### src/rtl/lfs_consts.svh
`ifndef LFS_CONSTS_SVH
`define LFS_CONSTS_SVH

// Data path widths
`define LFS_DW          16
`define LFS_PW          32
`define LFS_SLOTS       8
`define LFS_SELW        3
// Coefficients are signed with this many fraction bits; 1.0 is the unity entry
`define LFS_FRAC        14
`define LFS_UNITY       16'h4000
`define LFS_UNITY_SLOT  3'h7

// Filter cycle lengths in clocks
`define LFS_LAT_CYCLES  8
`define LFS_IIR_CYCLES  16
`define LFS_IIR_HALF    8

// Slot write control codes: bit 3 set means write the slot in bits 2:0
`define LFS_WC_HOLD     4'h0
`define LFS_WC_SHIFT    4'h1
`define LFS_WC_WRITE    1'b1

// Coefficient banks
`define LFS_BANK_LAT    2'h0
`define LFS_BANK_FB     2'h1
`define LFS_BANK_FF     2'h2
`define LFS_BANKS       3

// Output buffer
`define LFS_FIFO_DEPTH  16

// Timing: multiply then subtract must fit one clock
`define LFS_CLK_NS      100
`define LFS_MUL_NS      30
`define LFS_SUB_NS      25
`define LFS_PATH_NS     (`LFS_MUL_NS + `LFS_SUB_NS)
`define LFS_PATH_CYCLES ((`LFS_PATH_NS + `LFS_CLK_NS - 1) / `LFS_CLK_NS)

`endif

### src/rtl/lfs_pkg.sv
package lfs_pkg;

    typedef logic signed [15:0] lfs_sample_t;
    typedef logic signed [31:0] lfs_prod_t;

    // One coefficient store write from the loading logic
    typedef struct packed {
        logic        we;
        logic [1:0]  bank;
        logic [2:0]  slot;
        lfs_sample_t data;
    } lfs_cwrite_s;

    typedef enum logic {
        ST_IDLE,
        ST_RUN
    } lfs_state_e;

endpackage

### src/rtl/lfs_slot_store.sv
`include "lfs_consts.svh"

module lfs_slot_store #(
    parameter logic [15:0] INIT_LAST = 16'h0000
) (
    // Clock and reset
    input  wire logic                 clk,
    input  wire logic                 rst_n,
    // Write side
    input  wire logic                 clear,
    input  wire logic [3:0]           slot_write_control,
    input  wire lfs_pkg::lfs_sample_t wdata,
    // Read side
    input  wire logic [2:0]           slot_read_select,
    output lfs_pkg::lfs_sample_t      rdata
);
    lfs_pkg::lfs_sample_t mem [`LFS_SLOTS];

    always_ff @(posedge clk or negedge rst_n) begin
        if (!rst_n) begin
            for (int i = 0; i < `LFS_SLOTS; i++) begin
                mem[i] <= (i == `LFS_SLOTS - 1) ? INIT_LAST : 16'h0000;
            end
        end else if (clear) begin
            for (int i = 0; i < `LFS_SLOTS; i++) begin
                mem[i] <= (i == `LFS_SLOTS - 1) ? INIT_LAST : 16'h0000;
            end
        end else if (slot_write_control == `LFS_WC_SHIFT) begin
            // Shift down; first slot keeps its value until rewritten
            for (int i = 1; i < `LFS_SLOTS; i++) begin
                mem[i] <= mem[i-1];
            end
        end else if (slot_write_control[3] == `LFS_WC_WRITE) begin
            mem[slot_write_control[2:0]] <= wdata;
        end
    end

    assign rdata = mem[slot_read_select];
endmodule

### src/rtl/lfs_fifo.sv
module lfs_fifo #(
    parameter int W = 16,
    parameter int D = 16
) (
    // Clock and reset
    input  wire logic                 clk,
    input  wire logic                 rst_n,
    // Fill side
    input  wire logic                 s_valid,
    output logic                      s_ready,
    input  wire logic [W-1:0]         s_data,
    // Drain side
    output logic                      m_valid,
    input  wire logic                 m_ready,
    output logic [W-1:0]              m_data,
    // Fill level
    output logic [$clog2(D+1)-1:0]    level
);
    localparam int AW = $clog2(D);

    logic [W-1:0]           mem [D];
    logic [AW-1:0]          wr_q;
    logic [AW-1:0]          rd_q;
    logic [$clog2(D+1)-1:0] cnt_q;
    logic                   push;
    logic                   pop;

    assign s_ready = (cnt_q != ($clog2(D+1))'(D));
    assign m_valid = (cnt_q != '0);
    assign push    = s_valid && s_ready;
    assign pop     = m_valid && m_ready;
    assign m_data  = mem[rd_q];
    assign level   = cnt_q;

    always_ff @(posedge clk) begin
        if (push) begin
            mem[wr_q] <= s_data;
        end
    end

    always_ff @(posedge clk or negedge rst_n) begin
        if (!rst_n) begin
            wr_q  <= '0;
            rd_q  <= '0;
            cnt_q <= '0;
        end else begin
            if (push) begin
                wr_q <= (wr_q == AW'(D - 1)) ? '0 : wr_q + AW'(1);
            end
            if (pop) begin
                rd_q <= (rd_q == AW'(D - 1)) ? '0 : rd_q + AW'(1);
            end
            if (push && !pop) begin
                cnt_q <= cnt_q + ($clog2(D+1))'(1);
            end else if (pop && !push) begin
                cnt_q <= cnt_q - ($clog2(D+1))'(1);
            end
        end
    end
endmodule

### src/rtl/lfs_filter.sv
// How it works
// - Lattice mode chains N two-in two-out stages
// - Stage: forward/backward minus coefficient times other
// - Input sample feeds both first-stage inputs
// - Previous backward errors kept for next sample
// - Lattice filter cycle is eight clocks
// - Clock one: previous input, k0, new sample
// - Later clocks: next slot, next k, overwrite
// - Clock eight gives last forward error as output
// - Multiply then subtract within one clock
// - IIR: intermediate from feedback, output from feedforward
// - Three eight-slot stores: history, feedback, feedforward
// - Multiplexers route operands into the accumulator
// - IIR filter cycle is sixteen clocks
// - Clock one multiplies input by unity entry
// - Intermediate at clock nine, stored at ten
// - History shifts down at clock eight
// - IIR output ready at next cycle's first clock
// - Operands fetched by read select, not shifting
// - Sixteen-bit operands, full 32-bit accumulation
`include "lfs_consts.svh"

module lfs_filter (
    // Clock and reset
    input  wire logic                 clk,
    input  wire logic                 reset_n,
    // Mode: 0 lattice FIR, 1 direct-form IIR
    input  wire logic                 mode_iir,
    // Sample input
    input  wire lfs_pkg::lfs_sample_t in_data,
    input  wire logic                 in_valid,
    output logic                      in_ready,
    // Coefficient loading
    input  wire lfs_pkg::lfs_cwrite_s coef_wr,
    // Filter output as presented
    output logic                      out_strobe,
    output lfs_pkg::lfs_sample_t      out_sample,
    // Buffered output stream
    output logic                      m_valid,
    input  wire logic                 m_ready,
    output lfs_pkg::lfs_sample_t      m_data
);
    // Reset synchroniser
    logic rst_meta_q;
    logic rst_n_q;

    always_ff @(posedge clk or negedge reset_n) begin
        if (!reset_n) begin
            rst_meta_q <= 1'b0;
            rst_n_q    <= 1'b0;
        end else begin
            rst_meta_q <= 1'b1;
            rst_n_q    <= rst_meta_q;
        end
    end

    // Decoders shared by several stores
    function automatic logic [2:0] lfs_rsel(input logic [3:0] c);
        return ~c[2:0];
    endfunction

    function automatic logic [3:0] lfs_coef_wctl(input lfs_pkg::lfs_cwrite_s w,
                                                 input logic [1:0] bank);
        // Unity entry of the feedback bank is read only
        if (!w.we || w.bank != bank) begin
            return `LFS_WC_HOLD;
        end else if (bank == `LFS_BANK_FB && w.slot == `LFS_UNITY_SLOT) begin
            return `LFS_WC_HOLD;
        end else begin
            return {`LFS_WC_WRITE, w.slot};
        end
    endfunction

    function automatic lfs_pkg::lfs_sample_t lfs_scale(input lfs_pkg::lfs_prod_t p);
        lfs_pkg::lfs_prod_t s;
        s = p >>> `LFS_FRAC;
        return s[15:0];
    endfunction

    // Sequencer state
    lfs_pkg::lfs_state_e state_q;
    logic [3:0]          cnt_q;
    logic                mode_q;
    logic                in_ready_q;
    logic                restart;
    logic                take;
    logic                active;
    logic                last;
    logic [3:0]          cyc;
    logic                lat_on;
    logic                iir_on;

    // Data path
    lfs_pkg::lfs_sample_t hist_rd;
    lfs_pkg::lfs_sample_t coef_rd [`LFS_BANKS];
    logic [2:0]           coef_sel [`LFS_BANKS];
    logic [2:0]           slot_read_select;
    logic [3:0]           slot_write_control;
    lfs_pkg::lfs_sample_t hist_wdata;
    lfs_pkg::lfs_sample_t ef_in;
    lfs_pkg::lfs_sample_t ef_new;
    lfs_pkg::lfs_sample_t eb_new;
    lfs_pkg::lfs_prod_t   prod_f;
    lfs_pkg::lfs_prod_t   prod_b;
    lfs_pkg::lfs_sample_t ef_q;
    lfs_pkg::lfs_sample_t eb_q;
    lfs_pkg::lfs_sample_t mac_x;
    lfs_pkg::lfs_sample_t mac_y;
    lfs_pkg::lfs_prod_t   mac_p;
    lfs_pkg::lfs_prod_t   acc_d;
    lfs_pkg::lfs_prod_t   acc_q;
    lfs_pkg::lfs_sample_t w_q;
    logic                 out_strobe_q;
    logic                 out_strobe_d;
    lfs_pkg::lfs_sample_t out_sample_q;
    lfs_pkg::lfs_sample_t out_sample_d;
    logic                 fifo_ready;
    logic [4:0]           fifo_level;
    logic                 room;

    // Sequence control
    assign restart = (mode_iir != mode_q);
    assign take    = in_valid && in_ready_q && !restart;
    assign active  = take || (state_q == lfs_pkg::ST_RUN && !restart);
    assign cyc     = take ? 4'h0 : cnt_q;
    assign lat_on  = active && !mode_q;
    assign iir_on  = active && mode_q;
    assign last    = mode_q ? (cnt_q == 4'(`LFS_IIR_CYCLES - 1))
                            : (cnt_q == 4'(`LFS_LAT_CYCLES - 1));
    // Keeps room for the pending output plus the one this sample will make
    assign room    = (fifo_level < 5'(`LFS_FIFO_DEPTH - 1)) && fifo_ready;

    always_ff @(posedge clk or negedge rst_n_q) begin
        if (!rst_n_q) begin
            mode_q <= 1'b0;
        end else begin
            mode_q <= mode_iir;
        end
    end

    always_ff @(posedge clk or negedge rst_n_q) begin
        if (!rst_n_q) begin
            state_q    <= lfs_pkg::ST_IDLE;
            cnt_q      <= 4'h0;
            in_ready_q <= 1'b0;
        end else if (restart) begin
            state_q    <= lfs_pkg::ST_IDLE;
            cnt_q      <= 4'h0;
            in_ready_q <= 1'b0;
        end else begin
            case (state_q)
                lfs_pkg::ST_IDLE: begin
                    if (take) begin
                        state_q    <= lfs_pkg::ST_RUN;
                        cnt_q      <= 4'h1;
                        in_ready_q <= 1'b0;
                    end else begin
                        in_ready_q <= room;
                    end
                end
                lfs_pkg::ST_RUN: begin
                    if (last) begin
                        state_q    <= lfs_pkg::ST_IDLE;
                        cnt_q      <= 4'h0;
                        in_ready_q <= room;
                    end else begin
                        cnt_q <= cnt_q + 4'h1;
                    end
                end
                default: begin
                    state_q    <= lfs_pkg::ST_IDLE;
                    cnt_q      <= 4'h0;
                    in_ready_q <= 1'b0;
                end
            endcase
        end
    end

    // Operand fetch by read select; stores are never shifted per clock
    assign slot_read_select = lfs_rsel(cyc);
    assign coef_sel[`LFS_BANK_LAT] = cyc[2:0];
    assign coef_sel[`LFS_BANK_FB]  = lfs_rsel(cyc);
    assign coef_sel[`LFS_BANK_FF]  = lfs_rsel(cyc);

    // Coefficient stores, loaded by the outside logic
    genvar g;
    generate
        for (g = 0; g < `LFS_BANKS; g++) begin : g_coef
            lfs_slot_store #(
                .INIT_LAST ((g == `LFS_BANK_FB) ? `LFS_UNITY : 16'h0000)
            ) u_coef (
                .clk                (clk),
                .rst_n              (rst_n_q),
                .clear              (1'b0),
                .slot_write_control (lfs_coef_wctl(coef_wr, 2'(g))),
                .wdata              (coef_wr.data),
                .slot_read_select   (coef_sel[g]),
                .rdata              (coef_rd[g])
            );
        end
    endgenerate

    // History store write control
    always_comb begin
        slot_write_control = `LFS_WC_HOLD;
        hist_wdata         = eb_q;
        if (lat_on) begin
            // New sample into the last slot, then each fresh backward error
            slot_write_control = {`LFS_WC_WRITE, lfs_rsel(cyc)};
            hist_wdata         = (cyc == 4'h0) ? in_data : eb_q;
        end else if (iir_on) begin
            if (cyc == 4'(`LFS_IIR_HALF - 1)) begin
                slot_write_control = `LFS_WC_SHIFT;
            end else if (cyc == 4'(`LFS_IIR_HALF + 1)) begin
                slot_write_control = {`LFS_WC_WRITE, 3'h0};
                hist_wdata         = w_q;
            end
        end
    end

    lfs_slot_store #(
        .INIT_LAST (16'h0000)
    ) u_hist (
        .clk                (clk),
        .rst_n              (rst_n_q),
        .clear              (restart),
        .slot_write_control (slot_write_control),
        .wdata              (hist_wdata),
        .slot_read_select   (slot_read_select),
        .rdata              (hist_rd)
    );

    // Lattice stage: two multipliers then two subtractors, one clock
    assign ef_in  = (cyc == 4'h0) ? in_data : ef_q;
    assign prod_f = coef_rd[`LFS_BANK_LAT] * hist_rd;
    assign prod_b = coef_rd[`LFS_BANK_LAT] * ef_in;
    assign ef_new = ef_in - lfs_scale(prod_f);
    assign eb_new = hist_rd - lfs_scale(prod_b);

    always_ff @(posedge clk or negedge rst_n_q) begin
        if (!rst_n_q) begin
            ef_q <= 16'h0000;
            eb_q <= 16'h0000;
        end else if (lat_on) begin
            ef_q <= ef_new;
            eb_q <= eb_new;
        end
    end

    // Single multiplier-accumulator for the IIR
    assign mac_x = (cyc == 4'h0) ? in_data : hist_rd;
    assign mac_y = (cyc < 4'(`LFS_IIR_HALF)) ? coef_rd[`LFS_BANK_FB]
                                             : coef_rd[`LFS_BANK_FF];
    assign mac_p = mac_x * mac_y;
    // Accumulation restarts at clocks one and nine; no rounding in between
    assign acc_d = ((cyc == 4'h0 || cyc == 4'(`LFS_IIR_HALF)) ? 32'h0000_0000 : acc_q)
                   + mac_p;

    always_ff @(posedge clk or negedge rst_n_q) begin
        if (!rst_n_q) begin
            acc_q <= 32'h0000_0000;
        end else if (restart) begin
            acc_q <= 32'h0000_0000;
        end else if (iir_on) begin
            acc_q <= acc_d;
        end
    end

    always_ff @(posedge clk or negedge rst_n_q) begin
        if (!rst_n_q) begin
            w_q <= 16'h0000;
        end else if (iir_on && cyc == 4'(`LFS_IIR_HALF)) begin
            w_q <= lfs_scale(acc_q);
        end
    end

    // Output presentation
    always_comb begin
        out_strobe_d = 1'b0;
        out_sample_d = out_sample_q;
        if (lat_on && cyc == 4'(`LFS_LAT_CYCLES - 1)) begin
            out_strobe_d = 1'b1;
            out_sample_d = ef_new;
        end else if (iir_on && cyc == 4'(`LFS_IIR_CYCLES - 1)) begin
            out_strobe_d = 1'b1;
            out_sample_d = lfs_scale(acc_d);
        end
    end

    always_ff @(posedge clk or negedge rst_n_q) begin
        if (!rst_n_q) begin
            out_strobe_q <= 1'b0;
            out_sample_q <= 16'h0000;
        end else begin
            out_strobe_q <= out_strobe_d;
            out_sample_q <= out_sample_d;
        end
    end

    // Output buffer; when it nears full no further sample is taken
    lfs_fifo #(
        .W (`LFS_DW),
        .D (`LFS_FIFO_DEPTH)
    ) u_fifo (
        .clk     (clk),
        .rst_n   (rst_n_q),
        .s_valid (out_strobe_q),
        .s_ready (fifo_ready),
        .s_data  (out_sample_q),
        .m_valid (m_valid),
        .m_ready (m_ready),
        .m_data  (m_data),
        .level   (fifo_level)
    );

    assign in_ready   = in_ready_q;
    assign out_strobe = out_strobe_q;
    assign out_sample = out_sample_q;
endmodule

### config.mk
export PLATFORM = sky130hd
export DESIGN_NAME = lfs_filter
export DESIGN_NICKNAME = d
export VERILOG_FILES = /design/src/rtl/lfs_pkg.sv /design/src/rtl/lfs_slot_store.sv /design/src/rtl/lfs_fifo.sv /design/src/rtl/lfs_filter.sv
export VERILOG_INCLUDE_DIRS = /design/src /design/src/rtl
export SDC_FILE = /design/constraint.sdc
export NUM_CORES = 2
export LEC_CHECK = 0
export ABC_AREA = 1
export BUFFER_PORTS_ARGS = -buffer_cell sky130_fd_sc_hd__buf_2
export CORE_ASPECT_RATIO = 1.2
export CORE_MARGIN = 2
export CORE_UTILIZATION = 30
export DETAILED_ROUTE_END_ITERATION = 10
export PLACE_DENSITY = 0.43
export RECOVER_POWER = 50
export SLEW_MARGIN = 20
export SYNTH_ARGS = -nofsm -noshare
export SYNTH_HDL_FRONTEND = slang
export SYNTH_SLANG_ARGS = --single-unit
### constraint.sdc
create_clock -name clk -period 38.8 [get_ports clk]
set_input_delay 3.88 -clock clk [delete_from_list [all_inputs] [get_ports clk]]
set_output_delay 3.88 -clock clk [all_outputs]
set_load 0.005 [all_outputs]
* Yosys cells after proc, flatten, opt, wreduce, memory -nomap -nowiden
Memory sizes are Yosys's and may differ from the RTL's. Cells that the tools add are included. W data, S select, Z words.
Storage, ports and cells: input bits 43, RAM bits 256, register bits after elaboration 631, bits in latches 0, output and inout bits 35, memories kept 1, bits in read-only memories 0
Cells by class: magnitude comparators 12, equal/unequal tests 20, mux-type cells 77, shift operators 0, reductions and logical operators 42, bitwise logic cells 11, div/mod/pow operators 0, add/sub/neg operators 8, $mul 3
Memories:
- u_fifo.mem | depth 16, bits a word 16, read ports 1, clocked after memory_dff 0, wr ports 1, line lfs_fifo.sv:21 | logic [W-1:0] mem [D];
Operators with widths (number):
- $mux W112 | 7
- $bwmux W128 | 4
- $mux W16 | 23
- $mux W128 | 2
- $bmux W16 S3 | 4
- $demux W16 S3 | 4
- $mux W32 | 3
- $mul A16 B16 Y30 | 2
- $mux W4 | 14
- $add A32 B32 Y32 | 1
- $mul A16 B16 Y32 | 1
- $sub A16 B16 Y16 | 2
- $eq A4 B4 Y1 const B | 6
- $ge A4 B4 Y1 const B | 6
- $not A3 Y4 | 6
- $logic_and A1 B1 Y1 | 17
- $eq A4 B1 Y1 const B | 4
- $lt A4 B1 Y1 const B | 4
- $reduce_bool A2 Y1 | 8
- $add A4 B1 Y4 const B | 3
- $mux W1 | 11
- $mux W5 | 2
- $eq A4 B3 Y1 const B | 2
- $pmux W4 S2 | 1
- 20 further kinds | 36

* Logic depth before layout (Yosys ltp)
depth in word-level cells 18, mapped depth 55, depth with buffers taken out 51

* By module
From an unflattened synthesis, not the netlist that was laid out.
Second synthesis, totals: cells, all modules 10744, area total of the unflattened synthesis 81664.6 um^2
By module, submodules not included:
- lfs_filter | instances 1, area an instance 36012.0 um^2, cells an instance 4552, seq. area each 2602.5 um^2
- lfs_slot_store at g_coef[0].u_coef ... | instances 3, area an instance 8406.8 um^2, cells an instance 1244, seq. area each 3203.1 um^2
- lfs_fifo | instances 1, area an instance 12041.5 um^2, cells an instance 1216, seq. area each 8012.7 um^2
- lfs_slot_store at g_coef[1].u_coef | instances 1, area an instance 8390.5 um^2, cells an instance 1244, seq. area each 3204.3 um^2

* Worst setup path before layout
Ideal clock, no wire load.
kind input to register, from input mode_iir, to register eb_q[14], slack 26848 ps, required time 38682 ps, stages 47, buffers on the path 5, arrival time 11834 ps, path through inv_1 nand2_2 nand2_4 nand2_8 nand2_2 buf_6 buf_4 buf_2 a21oi_1 a21oi_1 o211ai_1 o21a_1 buf_2 inv_1 buf_2 nand2_1 fa_1 fa_1 [... 11 more ...] a21oi_1 xnor2_1 ha_1 fa_1 nand3b_1 nand2_1 a31oi_1 o21ai_0 nand2_1 nand2_1 a21oi_1 o21ai_0 nand2_1 nand2_1 a21oi_1 nand2b_1 nand3_1 nand2_1
On the way: longest elaborated chain between the ends 10, elaborated cells on any way between the ends 20
Ends and longest elaborated chain:
- from (decl) | line lfs_filter.sv:28 | input wire logic mode_iir,
- $ne A1 B1 Y1 (*) | line lfs_filter.sv:122 | assign restart = (mode_iir != mode_q);
- $logic_not A1 Y1 (*) | line lfs_filter.sv:123, lfs_filter.sv:124
- $logic_and A1 B1 Y1 | line lfs_filter.sv:123 | assign take = in_valid && in_ready_q && !restart;
- $mux W4 | line lfs_filter.sv:125 | assign cyc = take ? 4'h0 : cnt_q;
- $not A3 Y4 (implied by the code) / $not A3 Y3 (equally long branches) | line lfs_slot_store.sv:38, lfs_filter.sv:59
- $bmux W16 S3 / $not A3 Y4 (equally long branches) | line lfs_slot_store.sv:38 | assign rdata = mem[slot_read_select];
- $mux W16 (implied by the code) / $bmux W16 S3 (equally long branches) | line lfs_slot_store.sv:38
- $mux W16 (implied by the code) | line lfs_slot_store.sv:38
- $mul A16 B16 Y30 / $mux W16 (equally long branches) | line lfs_filter.sv:236, lfs_slot_store.sv:38
- $sub A16 B16 Y16 | line lfs_filter.sv:238 | assign eb_new = hist_rd - lfs_scale(prod_b);
- to (signal assigned) | line lfs_filter.sv:246 | eb_q <= eb_new;
- to (decl) | line lfs_filter.sv:106 | lfs_pkg::lfs_sample_t eb_q;
Mark *: on every way between the ends. The rest lies on a longest branch, timed or not. The select of a mux whose other input is x is not followed. A chain may end at the register's enable or synchronous reset.

* Worst setup path after layout
from input mode_iir, to register out_sample_q[11], in the netlist out_sample[11]
On the way: longest elaborated chain between the ends 14, elaborated cells on any way between the ends 42
Ends and longest elaborated chain:
- $ne A1 B1 Y1 (*) | line lfs_filter.sv:122
- $logic_not A1 Y1 (*) | line lfs_filter.sv:123, lfs_filter.sv:124
- $logic_and A1 B1 Y1 | line lfs_filter.sv:123
- $mux W4 | line lfs_filter.sv:125
- $not A3 Y3 | line lfs_filter.sv:59 | return ~c[2:0];
- $not A3 Y4 (implied by the code) | line lfs_slot_store.sv:38
- $bmux W16 S3 | line lfs_slot_store.sv:38
- $mux W16 (implied by the code) (2 in series) | line lfs_slot_store.sv:38
- $mux W16, on equally long branches | line lfs_filter.sv:251, lfs_filter.sv:252
- $mul A16 B16 Y32 | line lfs_filter.sv:254 | assign mac_p = mac_x * mac_y;
- $add A32 B32 Y32 | line lfs_filter.sv:256 | assign acc_d = ((cyc == 4'h0 || cyc == 4'(`LFS_IIR_HALF)) ? 32'h0000_0000 : acc_q)
- $mux W16 | line lfs_filter.sv:284 | end else if (iir_on && cyc == 4'(`LFS_IIR_CYCLES - 1)) begin
- $mux W16 | line lfs_filter.sv:281 | if (lat_on && cyc == 4'(`LFS_LAT_CYCLES - 1)) begin
- to (signal assigned) | line lfs_filter.sv:296 | out_sample_q <= out_sample_d;
- to (decl) | line lfs_filter.sv:115 | lfs_pkg::lfs_sample_t out_sample_q;
Marked as above.

==> metrics <==
sequential share of the synthesized area=33.7%; failing checks=max-capacitance violations, max-slew violations; max-cap violations=6; drt wl/cell=22.8 um; Fmax=about 67 MHz; Final Hold Vio Count=0; DRC Markers=0; Syn Inst Count=7,966; period utilisation layout=38.3%; Simple-Gate Fraction of Synth Area=between 10% and 20%; Tmin final=between 10 and 15 ns; CP Max Fanout=54; Post-synth EDFFs=256; most common cell after layout, fill and taps aside=nand2_1; first-pass GRT wire length=~380,000 um; #FFs+latches synth=885; Synth cell types=68; die area=236,000 um^2; clock slew at reported path FFs=0.07 ns; Worst Path Arrival=between 15 and 20 ns; Syn. warnings=0; Post-CTS Setup Bufs=0; slowest CP cell=inv_1; clock net sink count=885; CTS Buffer Depth=3; cell family with most CP delay=adder cells; RSZ-0062 raised after global routing=false; routed vias/inst=4.98; mux cell area share after synthesis=0%; area grow syn2layout=9.88%; final setup violation count=0; CTS Buf Count=104; Chip Height=532 um; ys flop type=dfrtp_1; largest family of logic cells by synthesized area=adder cells; Root Driver=clkbuf_16; Min-Delay Path Class=flop to flop; Max H-tree Level=3; critical path startpoint=mode_iir; fillers=24,100; Worst path max stage delay=0.81 ns; Rows=between 150 and 200; syn_area_per_cell=8.73 um^2; Worst Tran Pin Value=9.47 ns; adder-cell share of the synthesized area=27.4%; All-Layer GR Usage=21.2%; Overflow after GRT=0; CP endpoint kind=flop; TritonCTS clock tree=yes; core area=230,000 um^2; Critical Path RT=39.45 ns; share of layout cells above drive strength 1=under 10%; die width=444 um; initial core utilization=30.2%; commonest cells after routing, fill and taps aside=nand2_1 (1,765), inv_1 (1,226), fa_1 (773); routed wire length=251,000 um; port bufs=77; Worst Path Class, Setup=primary input to flop; area of the mapped netlist=69,600 um^2; Routed Antenna Nets=0; vias=54,700; setup TNS=0 ns; Clk Latency, worst-skew pair=0.75 ns; Max-slew headroom=-531%; Compound-Gate Fraction of Synth Area=12.0%; net count after synthesis=9,069; Top cell by count, worst path=nand2_1; Final Max Slew Viols=~400; vias in the first global route=roughly 57,000; 1st-iter DRT viols=4,227; Final HPWL DP=183,000 um; critical register-to-register path startpoint=in_ready; post-synthesis xor/xnor area fraction=under 10%; routability cong.=0.929; Hold-fix buffers, CTS=0; largest net degree at the start of global routing=167; worst clock skew=0.0510 ns; IO Pins=78; critical path buffer and inverter count=10; startpoint types=primary input; hold wc startpoint=rst_meta_q; router iterations before antenna repair=5; outcome=finished, violations left; nets@finish=8,972; number of gates resized after cts=0; Synth async-reset ratio=71.1%; initial antenna violation count=6
## cells in the mapped netlist, drive strengths merged (147+ instances only)
cell / n / area share [%]
inv: 1275 / 6.9
edfxtp: 256 / 11
o21ai: 633 / 4.8
a21oi: 513 / 3.7
clkbuf: 266 / 1.4
dfrtp: 628 / 23
fa: 773 / 22
nand2: 1792 / 9.8
nor2: 645 / 3.5
nand3: 162 / 1.2
ha: 287 / 5.2
buf: 147 / 1.2
## layer usage
| layer | GRT usage, % | vias up | wire length (um) |
|---|---|---|---|
| li1 | - | 25000 | - |
| met1 | 27.5 | 27900 | 107000 |
| met2 | 36.3 | 1464 | 122000 |
| met3 | 2.35 | 359 | 10900 |
| met4 | 7.98 | 2 | 10100 |
| met5 | 0 | - | 7 |
## registers in the layout, indices dropped and copies added (netlist names)
| name | flops |
|---|---|
| g_coef.u_coef.mem | 384 |
| u_fifo.mem | 256 |
| u_hist.mem | 128 |
| acc_q | 30 |
| eb_q | 16 |
| ef_q | 16 |
| out_sample | 16 |
| w_q | 16 |
| u_fifo.level | 5 |
| cnt_q | 4 |
| u_fifo.rd_q | 4 |
| u_fifo.wr_q | 4 |
| in_ready | 1 |
| mode_q | 1 |
| out_strobe | 1 |
| rst_meta_q | 1 |
| rst_n_q | 1 |
| state_q | 1 |
## cells by family after synthesis
group,Yosys count
AND/OR/NAND/NOR,2768
buffers and inverters,1698
AO/OA/AOI/OAI,1454
adder cells (fa/ha/maj),1060
flip-flops,885
XOR/XNOR,100
other,1
## area by class of cell
| class | count | area (um^2) | share of cell area [%] |
|---|---|---|---|
| clock inverters | 35 | 459 | 0.601 |
| well taps | 3022 | 3780 | 4.95 |
| flip-flops and latches | 885 | 23400 | 30.7 |
| repair buffers | 210 | 1270 | 1.66 |
| multi-input cells | 5383 | 39500 | 51.7 |
| clock buffers | 159 | 3110 | 4.07 |
| inverters | 1285 | 4840 | 6.33 |
| diodes | 3 | 7.51 | 0.00982 |
## metrics by stage
step / setup slack (ns) / utilization [%] / instance area [um^2] / hold WS [ns] / std cells
6_report: 23.93 / 33.2 / 76400 / 0.346 / 11000
5_1_grt: 23.26 / 33.2 / 76400 / 0.369 / 11000
4_1_cts: 23.90 / 33.2 / 76600 / 0.337 / 11000
3_5_place_dp: 23.13 / 31.7 / 73000 / 0.330 / 10800
3_3_place_gp: 23.25 / 31.7 / 73000 / 0.333 / 10800
2_1_floorplan: 19.97 / - / 69600 / 0.331 / 7966
## path summary, 6_finish.rpt
check / to / slack [ns] / cells past startpoint
min reg2reg: rst_n_q / 0.35 / 0
max in group asynchronous: acc_q[5] / 28.29 / 1
min in group asynchronous: g_coef[1].u_coef.mem[121] / 0.64 / 0
max: out_sample[11] / 23.93 / 46
max reg2reg: eb_q[14] / 26.70 / 45
min: rst_n_q / 0.35 / 0
Power is left out: the tool's default activity adds up to more than one toggle a clock period on the data nets, which glitch-free logic cannot reach.
